### src/design/phy_np_gig_pkg.sv
/*
  Package for the next-page and gigabit control/status register slice:
  register offsets, field positions, reset values and carrier structs.
  Assumes a 32-bit APB slave with one register per aligned word.
*/
package phy_np_gig_pkg;

  // ----------------------------------------------------------------
  // Register indices; byte address is the index times four
  // ----------------------------------------------------------------
  localparam logic [7:0] idx_an_next_page_tx = 8'h07;
  localparam logic [7:0] idx_an_partner_next_page_rx = 8'h08;
  localparam logic [7:0] idx_gigabit_control = 8'h09;
  localparam logic [7:0] idx_gigabit_status = 8'h0a;

  // ----------------------------------------------------------------
  // Field positions
  // ----------------------------------------------------------------
  localparam int np_more_bit = 15;
  localparam int np_ack_bit = 14;
  localparam int np_msg_bit = 13;
  localparam int np_ack2_bit = 12;
  localparam int np_toggle_bit = 11;
  localparam int np_code_hi = 10;

  localparam int gc_test_lo = 13;
  localparam int gc_manual_bit = 12;
  localparam int gc_master_bit = 11;
  localparam int gc_port_bit = 10;
  localparam int gc_fdx_bit = 9;
  localparam int gc_hdx_bit = 8;

  localparam int gs_fault_bit = 15;
  localparam int gs_master_bit = 14;
  localparam int gs_lrx_bit = 13;
  localparam int gs_rrx_bit = 12;
  localparam int gs_lp_fdx_bit = 11;
  localparam int gs_lp_hdx_bit = 10;

  // ----------------------------------------------------------------
  // Reset values
  // ----------------------------------------------------------------
  localparam logic [10:0] np_code_reset = 11'h001;
  localparam logic np_msg_reset = 1'b1;
  localparam logic gs_master_reset = 1'b1;
  localparam logic [7:0] idle_err_reset = 8'h00;
  localparam logic [7:0] idle_err_max = 8'hff;

  // ----------------------------------------------------------------
  // Types
  // ----------------------------------------------------------------
  typedef enum logic [2:0] {
    test_normal     = 3'b000,
    test_waveform   = 3'b001,
    test_jitter_mst = 3'b010,
    test_jitter_slv = 3'b011,
    test_distortion = 3'b100
  } test_mode_t;

  // Next-page word as carried on the link side
  typedef struct packed {
    logic more;
    logic ack;
    logic msg;
    logic ack2;
    logic toggle;
    logic [10:0] code;
  } next_page_t;

  // Gigabit control settings handed to the negotiation engine
  typedef struct packed {
    logic [2:0] test_mode;
    logic manual;
    logic force_master;
    logic multi_port;
    logic adv_fdx;
    logic adv_hdx;
  } gig_ctrl_t;

  // Status reported by the negotiation engine and receivers
  typedef struct packed {
    logic is_master;
    logic local_rx_ok;
    logic remote_rx_ok;
    logic lp_fdx;
    logic lp_hdx;
  } gig_stat_t;

endpackage

### src/design/phy_np_gig_regs.sv
/*
  APB register slice for auto-negotiation next pages and the gigabit
  control/status registers. Assumes the negotiation engine outside
  drives page and status events synchronous to pclk, and that the
  strap pins are stable around reset release.
*/
// Our own choice: register access over APB.
`timescale 1ns/1ns

module phy_np_gig_regs
  import phy_np_gig_pkg::*;
#(
  parameter int addr_width = 12
) (
  input wire logic pclk,
  input wire logic presetn,
  input wire logic clk_en,
  input wire logic psel,
  input wire logic penable,
  input wire logic pwrite,
  input wire logic [addr_width-1:0] paddr,
  input wire logic [31:0] pwdata,
  input wire logic [3:0] pstrb,
  output logic [31:0] prdata,
  output logic pready,
  output logic pslverr,
  input wire logic [1:0] config_pin_strap,
  input wire logic tx_page_sent,
  input wire logic tx_page_toggle,
  input wire logic rx_page_valid,
  input wire next_page_t rx_page,
  input wire gig_stat_t gig_stat,
  input wire logic ms_fault_event,
  input wire logic idle_err_event,
  output next_page_t tx_page,
  output gig_ctrl_t gig_ctrl,
  output logic eff_manual_master,
  output logic eff_manual_slave
);

  // ----------------------------------------------------------------
  // Address decode
  // ----------------------------------------------------------------
  function automatic logic hit(input logic [addr_width-1:0] a,
                               input logic [7:0] idx);
    hit = (a == addr_width'({idx, 2'b00}));
  endfunction

  logic access;
  logic wr;
  logic rd;
  logic mapped;
  logic [15:0] wdata;
  logic [1:0] lane_en;

  assign access = psel && penable && clk_en;
  assign wr = access && pwrite;
  // Snapshot and clear share the setup edge, so no event is lost between
  assign rd = psel && !penable && !pwrite && clk_en;
  assign mapped = hit(paddr, idx_an_next_page_tx)
    || hit(paddr, idx_an_partner_next_page_rx)
    || hit(paddr, idx_gigabit_control)
    || hit(paddr, idx_gigabit_status);
  assign wdata = pwdata[15:0];
  assign lane_en = pstrb[1:0];
  // Zero wait states: every access completes in its first access cycle
  assign pready = 1'b1;
  assign pslverr = psel && penable && !mapped;

  // ----------------------------------------------------------------
  // Transmit next page
  // ----------------------------------------------------------------
  logic tx_more;
  logic tx_msg;
  logic tx_ack2;
  logic tx_toggle;
  logic [10:0] tx_code;
  logic wr_tx;

  assign wr_tx = wr && hit(paddr, idx_an_next_page_tx);

  always_ff @(posedge pclk or negedge presetn) begin
    if (!presetn) begin
      tx_more <= 1'b0;
      tx_msg <= np_msg_reset;
      tx_ack2 <= 1'b0;
      tx_code <= np_code_reset;
    end else if (wr_tx) begin
      if (lane_en[1]) begin
        tx_more <= wdata[np_more_bit];
        tx_msg <= wdata[np_msg_bit];
        tx_ack2 <= wdata[np_ack2_bit];
        tx_code[10:8] <= wdata[np_code_hi:8];
      end
      if (lane_en[0]) begin
        tx_code[7:0] <= wdata[7:0];
      end
    end
  end

  // Toggle follows the inverse of the last word sent; software cannot set
  always_ff @(posedge pclk or negedge presetn) begin
    if (!presetn) begin
      tx_toggle <= 1'b0;
    end else if (clk_en && tx_page_sent) begin
      tx_toggle <= !tx_page_toggle;
    end
  end

  assign tx_page = '{more: tx_more, ack: 1'b0, msg: tx_msg,
                     ack2: tx_ack2, toggle: tx_toggle, code: tx_code};

  // ----------------------------------------------------------------
  // Received next page
  // ----------------------------------------------------------------
  next_page_t rx_reg;

  // Whole word loads in one edge, so reads never mix two pages
  always_ff @(posedge pclk or negedge presetn) begin
    if (!presetn) begin
      rx_reg <= '0;
    end else if (clk_en && rx_page_valid) begin
      rx_reg <= rx_page;
    end
  end

  // ----------------------------------------------------------------
  // Gigabit control
  // ----------------------------------------------------------------
  logic [2:0] test_mode;
  logic manual;
  logic force_master;
  logic multi_port;
  logic adv_fdx;
  logic adv_hdx;
  logic [7:0] ctrl_spare;
  logic wr_ctrl;
  logic strap_load;
  logic [1:0] strap_s1;
  logic [1:0] strap_s2;
  logic [1:0] strap_s3;
  logic [2:0] strap_fill;
  logic strap_take;

  assign wr_ctrl = wr && hit(paddr, idx_gigabit_control);
  // Stages must hold pin samples before they count as agreeing
  assign strap_take = strap_load && strap_fill[2] && strap_s2 == strap_s3;

  // Strap pins are asynchronous: three stages, load when the last two stages agree
  always_ff @(posedge pclk or negedge presetn) begin
    if (!presetn) begin
      strap_s1 <= 2'h0;
      strap_s2 <= 2'h0;
      strap_s3 <= 2'h0;
      strap_fill <= 3'h0;
      strap_load <= 1'b1;
    end else if (clk_en) begin
      strap_s1 <= config_pin_strap;
      strap_s2 <= strap_s1;
      strap_s3 <= strap_s2;
      strap_fill <= {strap_fill[1:0], 1'b1};
      if (strap_take) begin
        strap_load <= 1'b0;
      end
    end
  end

  always_ff @(posedge pclk or negedge presetn) begin
    if (!presetn) begin
      test_mode <= test_normal;
      manual <= 1'b0;
      force_master <= 1'b0;
      multi_port <= 1'b0;
      ctrl_spare <= 8'h00;
    end else if (wr_ctrl) begin
      if (lane_en[1]) begin
        // Reserved codes are stored as written; behaviour is undefined
        test_mode <= wdata[15:gc_test_lo];
        manual <= wdata[gc_manual_bit];
        force_master <= wdata[gc_master_bit];
        multi_port <= wdata[gc_port_bit];
      end
      if (lane_en[0]) begin
        ctrl_spare <= wdata[7:0];
      end
    end
  end

  // Strap value loads once after release; later writes override it
  always_ff @(posedge pclk or negedge presetn) begin
    if (!presetn) begin
      adv_fdx <= 1'b0;
      adv_hdx <= 1'b0;
    end else if (wr_ctrl && lane_en[1]) begin
      adv_fdx <= wdata[gc_fdx_bit];
      adv_hdx <= wdata[gc_hdx_bit];
    end else if (clk_en && strap_take) begin
      adv_fdx <= strap_s3[1];
      adv_hdx <= strap_s3[0];
    end
  end

  assign gig_ctrl = '{test_mode: test_mode, manual: manual,
                      force_master: force_master, multi_port: multi_port,
                      adv_fdx: adv_fdx, adv_hdx: adv_hdx};
  assign eff_manual_master = manual && force_master;
  assign eff_manual_slave = manual && !force_master;

  // ----------------------------------------------------------------
  // Gigabit status
  // ----------------------------------------------------------------
  logic ms_fault;
  logic is_master;
  logic [7:0] idle_err;
  logic rd_stat;

  assign rd_stat = rd && hit(paddr, idx_gigabit_status);

  // Event in the read cycle survives: set wins over clear
  always_ff @(posedge pclk or negedge presetn) begin
    if (!presetn) begin
      ms_fault <= 1'b0;
    end else if (clk_en && ms_fault_event) begin
      ms_fault <= 1'b1;
    end else if (rd_stat) begin
      ms_fault <= 1'b0;
    end
  end

  always_ff @(posedge pclk or negedge presetn) begin
    if (!presetn) begin
      is_master <= gs_master_reset;
    end else if (clk_en) begin
      is_master <= gig_stat.is_master;
    end
  end

  // An error in the read cycle restarts the count at one
  always_ff @(posedge pclk or negedge presetn) begin
    if (!presetn) begin
      idle_err <= idle_err_reset;
    end else if (rd_stat) begin
      idle_err <= idle_err_event ? 8'h01 : idle_err_reset;
    end else if (clk_en && idle_err_event && idle_err != idle_err_max) begin
      idle_err <= idle_err + 8'h01;
    end
  end

  // ----------------------------------------------------------------
  // Read mux
  // ----------------------------------------------------------------
  logic [15:0] next_rdata;

  always_comb begin
    next_rdata = 16'h0000;
    if (hit(paddr, idx_an_next_page_tx)) begin
      next_rdata = {tx_more, 1'b0, tx_msg, tx_ack2, tx_toggle, tx_code};
    end else if (hit(paddr, idx_an_partner_next_page_rx)) begin
      next_rdata = rx_reg;
    end else if (hit(paddr, idx_gigabit_control)) begin
      next_rdata = {test_mode, manual, force_master, multi_port,
                    adv_fdx, adv_hdx, ctrl_spare};
    end else if (hit(paddr, idx_gigabit_status)) begin
      next_rdata = {ms_fault, is_master,
                    gig_stat.local_rx_ok, gig_stat.remote_rx_ok,
                    gig_stat.lp_fdx, gig_stat.lp_hdx,
                    2'b00, idle_err};
    end
  end

  // Read data registered at the setup cycle, valid in the access cycle
  always_ff @(posedge pclk or negedge presetn) begin
    if (!presetn) begin
      prdata <= 32'h0000_0000;
    end else if (rd) begin
      prdata <= {16'h0000, next_rdata};
    end
  end

endmodule // phy_np_gig_regs

### config.mk
export PLATFORM = sky130hd
export DESIGN_NAME = phy_np_gig_regs
export DESIGN_NICKNAME = d
export VERILOG_FILES = /design/src/design/phy_np_gig_pkg.sv /design/src/design/phy_np_gig_regs.sv
export SDC_FILE = /design/constraint.sdc
export NUM_CORES = 1
export LEC_CHECK = 0
export BUFFER_PORTS_ARGS = -buffer_cell sky130_fd_sc_hd__clkbuf_2
export CAP_MARGIN = 20
export CORE_UTILIZATION = 40
export CTS_BUF_LIST = sky130_fd_sc_hd__clkbuf_2
export DETAILED_ROUTE_END_ITERATION = 16
export PLACE_DENSITY = 0.66
export SLEW_MARGIN = 20
export SYNTH_ARGS = -nofsm -noshare
export SYNTH_HDL_FRONTEND = slang
export SYNTH_SLANG_ARGS = --single-unit
export TNS_END_PERCENT = 100
### constraint.sdc
create_clock -name pclk -period 2 [get_ports pclk]
set_input_delay 0.4 -clock pclk [delete_from_list [all_inputs] [get_ports pclk]]
set_output_delay 0.4 -clock pclk [all_outputs]
set_load 0.02 [all_outputs]
======== Word level (Yosys, flattened, before mapping) ========
Index checks and enable logic that the tools add are counted.
operators by class
  equality and inequality tests ........... 6
  add/sub/neg operators ................... 1
  reduce and logical (&&, ||, !) cells .... 37
  mux-type cells .......................... 13
operator list
  cell                 number
  $mux 16              4
  $eq 12x6->1 const B  3
  $logic_and 1x1->1    21
  $mux 8               2
  $eq 12x5->1 const B  1
  $reduce_and 2->1     5
  $add 8x1->8 const B  1
  $ne 8x8->1 const B   1
  $mux 1               7
  $reduce_bool 2->1    3
  $logic_not 1->1      5
  $logic_or 1x1->1     3
  $eq 2x2->1           1
storage, ports and cells
  flip-flop bits (word level) ............. 83
  word-level logic and storage cells ...... 85
  bits of input ports ..................... 82
  output and inout bits ................... 60

======== Logic depth before layout (Yosys ltp) ========
  depth in word-level cells ............... 7
  gate-level depth with buffers ........... 6
  mapped depth without buffers ............ 5

======== Worst setup path after synthesis ========
Ideal clock, no wire load.
  path kind ............................... input to output
  from .................................... input paddr[1]
  to ...................................... output pslverr
  cell stages on the path ................. 4
  data arrival time ....................... 1516 ps
  buffers on the path ..................... 0
  data required time ...................... 1600 ps
  path slack .............................. 84 ps
  path through ............................ or4b_2 a21oi_1 o21ai_0 and3_1
between the ends
  word-level cells in the longest chain between the ends .. 6
  elaborated cells between the ends (all ways) .. 9
  those cells by class .................... eq/ne: 4; reduce/logical: 5
RTL lines
  element                                     line                   RTL
  start, declared                             phy_np_gig_regs.sv:21  input wire logic [addr_width-1:0] paddr,
  $eq 12x5->1 or $eq 12x6->1 (tied branches)  phy_np_gig_regs.sv:46  hit = (a == addr_width'({idx, 2'b00}));
  $logic_or 1x1->1                            phy_np_gig_regs.sv:61  || hit(paddr, idx_an_partner_next_page_rx)
  $logic_or 1x1->1                            phy_np_gig_regs.sv:62  || hit(paddr, idx_gigabit_control)
  $logic_or 1x1->1 *                          phy_np_gig_regs.sv:63  || hit(paddr, idx_gigabit_status);
  $logic_not 1->1 *                           phy_np_gig_regs.sv:68  assign pslverr = psel && penable && !mapped;
  $logic_and 1x1->1 *                         phy_np_gig_regs.sv:68
  end, declared                               phy_np_gig_regs.sv:26  output logic pslverr,
Every way passes the cells marked *; elsewhere a longest branch is shown, timed or not.

======== Worst setup path in the final report ========
  from .................................... input paddr[0]
  to ...................................... output pslverr
Same word-level chain as after synthesis.

==> metrics.txt <==
Hold Path Class=in2reg; most instantiated cells after synthesis=79 x dfrtp_1, 60 x mux2_2, 27 x buf_4, 19 x o21ai_0, 15 x mux2i_1; CTS root buf=clkbuf_2; Setup crit start kind=input pin; ANT nets after route=0; share of layout cells above drive strength 1=48.6%; Tmin final=1980 ps; Tcrit/Tclk final=99.1%; Final WS setup=17.1 ps; Area growth syn-to-layout=23.9%; Placement Rows=37; dominant cells by area after synthesis=dfrtp_1 46%, mux2_2 16%, buf_4 4.8%; Clock Tree Buf Depth=2; final slew viol count=0; mean area per synthesized cell=11.9 sq um; WL per Instance=16.2 microns; clk_lat worst skew=560 ps; Ys Warns=0; DRT Wirelength=10200 microns; Ports=142; Max Cap Viol=0; CTS Buf Count=9; starting density of the core=41.3%; Distinct cells, synth=49; critical-path maximum fanout=2; vias per cell=5.19; post-synthesis async set-or-reset flop share=100%; Post-Layout Cell Count=628; Cell Pwr Density=639 nW/um^2; CTS tree=done; Final Hold Fails=0; total core area=10300 sq um; Die Y=105 microns; Post-synth EDFFs=0; final setup skew=39.2 ps; Placement Setup Slack=-250 ps; WP data required=1600 ps; leading area contributor after synthesis=dfrtp_1; # setup viols final=0; iteration count of the initial detailed-routing pass=4; FF-to-FF Start=strap_load; Final Util=51.2%; Clock Sinks=83; Die Width=105 microns; flip-flop and latch count after synthesis=83; Yosys top cell area share=46.4%; static leakage=0.00257 uW; nets=570; first-pass GRT wire length=16500 microns; fin area=5280 sq um; RD Place Congestion=0.785; largest net degree at the start of global routing=41; global route overflow=0; main flop type after synthesis=dfrtp_1; GRT Total Usage=19.5%; Detailed Place HPWL=7710 microns; Slew @ Worst Pin=522 ps; critical path arrival=1580 ps; critical path type=in2out; HP Start=rx_page[3]; Vias=3260; vias in the first global route=3177; run status=finished clean; DRC Markers=0; 1st-iter DRT viols=90; RSZ-0062 raised after global routing=false; Post-Syn Area=4260 sq um; total power=3380 uW; CTS H-tree lvls=3; Clock transition at path regs=230 ps; sequential area share after synthesis=48.9%; Placement Cell Area=5020 sq um; dpl cells=602; I/O Buffers=105; Slew headroom=65.2%; fmax=504 MHz; Die Area=11100 sq um; cell count after synthesis=357; CP endpoint kind=output port; n_diodes=0; most frequent cell after synthesis=dfrtp_1; Worst VDD drop=0.357 mV; Critical path origin=paddr[0]; initial antenna violation count=0
[layout by cell type (no fill, tap or decap), drive strengths merged, types with 2 or more instances in the layout]
cell,netlist,final
a22o,11,11
nor2,11,11
clkinvlp,0,2
or3,2,2
o22ai,11,11
conb,2,18
dlygate4sd3,0,6
clkbuf,11,114
buf,33,38
nand3,6,6
inv,4,4
nand4,5,5
a22oi,2,2
o21a,11,11
clkinv,0,2
o31ai,2,2
mux2i,15,15
a21oi,6,6
xor2,4,4
mux2,60,60
a31oi,2,2
nor3,6,6
and2,5,5
or4,2,2
dfstp,4,4
o21ai,20,20
nor4bb,12,12
and3,3,3
nor2b,2,2
nand2,13,13
dfrtp,79,79
[metrics by stage]
stage	TNS [ps]	hold WS [ps]
after floorplan	0	104
after global placement	-437	410
after detailed placement	-538	412
after CTS	0	8.45
after global routing	0	2.36
final	0	50.8
[per-layer routing]
layer / share of wire [%] / track usage, % / up-vias
li1: - / - / 1533
met1: 46 / 27.2 / 1592
met2: 46 / 30.5 / 119
met3: 6.2 / 4.33 / 16
met4: 1.5 / 6.04 / 0
met5: 0 / 0 / -
[path summary, 6_finish.rpt]
kind                                 end  cells past startpoint  slack [ps]
min                            rx_reg[3]                      2          50
max                              pslverr                      6          20
min reg2reg                strap_fill[0]                      1         500
max reg2reg                      adv_fdx                      4         270
min in group asynchronous      rx_reg[4]                      2         320
max in group asynchronous     tx_code[0]                      3         970
[power breakdown]
part / switching [uW] / internal, uW
combinational: 300 / 279
sequential: 122 / 1810
clock: 572 / 293
total: 995 / 2380
[repair_timing]
| action | in CTS | in global routing |
|---|---|---|
| endpoints found under the hold margin | 37 | 3 |
| hold buffers | 3 | 3 |
| setup endpoints to repair | 1 | 1 |
| gates resized for setup | 6 | 10 |
| setup buffers | 0 | 4 |
| pin swaps | 2 | 4 |
[critical path: stages]
cell	delay [ps]
buf_6	90
or4b_4	550
a21oi_4	150
o21ai_4	70
and3_4	170
clkbuf_8	140
[kinds of logic (layout without fill, tap and decap cells)]
logic type	after synthesis	count (layout)	synth area share [%]
buffers and inverters	48	167	6.87
adder cells (fa/ha/maj)	1	1	0.294
multiplexers	75	75	19.4
AND/OR/NAND/NOR	74	74	12.6
other	2	18	0.176
AO/OA/AOI/OAI	69	69	10.8
flip-flops	83	83	48.9
XOR/XNOR	5	5	1.03
[cell type report]
type                    count  area [sq um]
clock buffers              11          55.1
clock inverters             5          55.1
fillers                   945          5040
inverters                   4          15.0
multi-input cells         242          1980
flip-flops and latches     83          2080
well taps                 136           170
repair buffers            147           922
(Power assumes the default switching activity.)
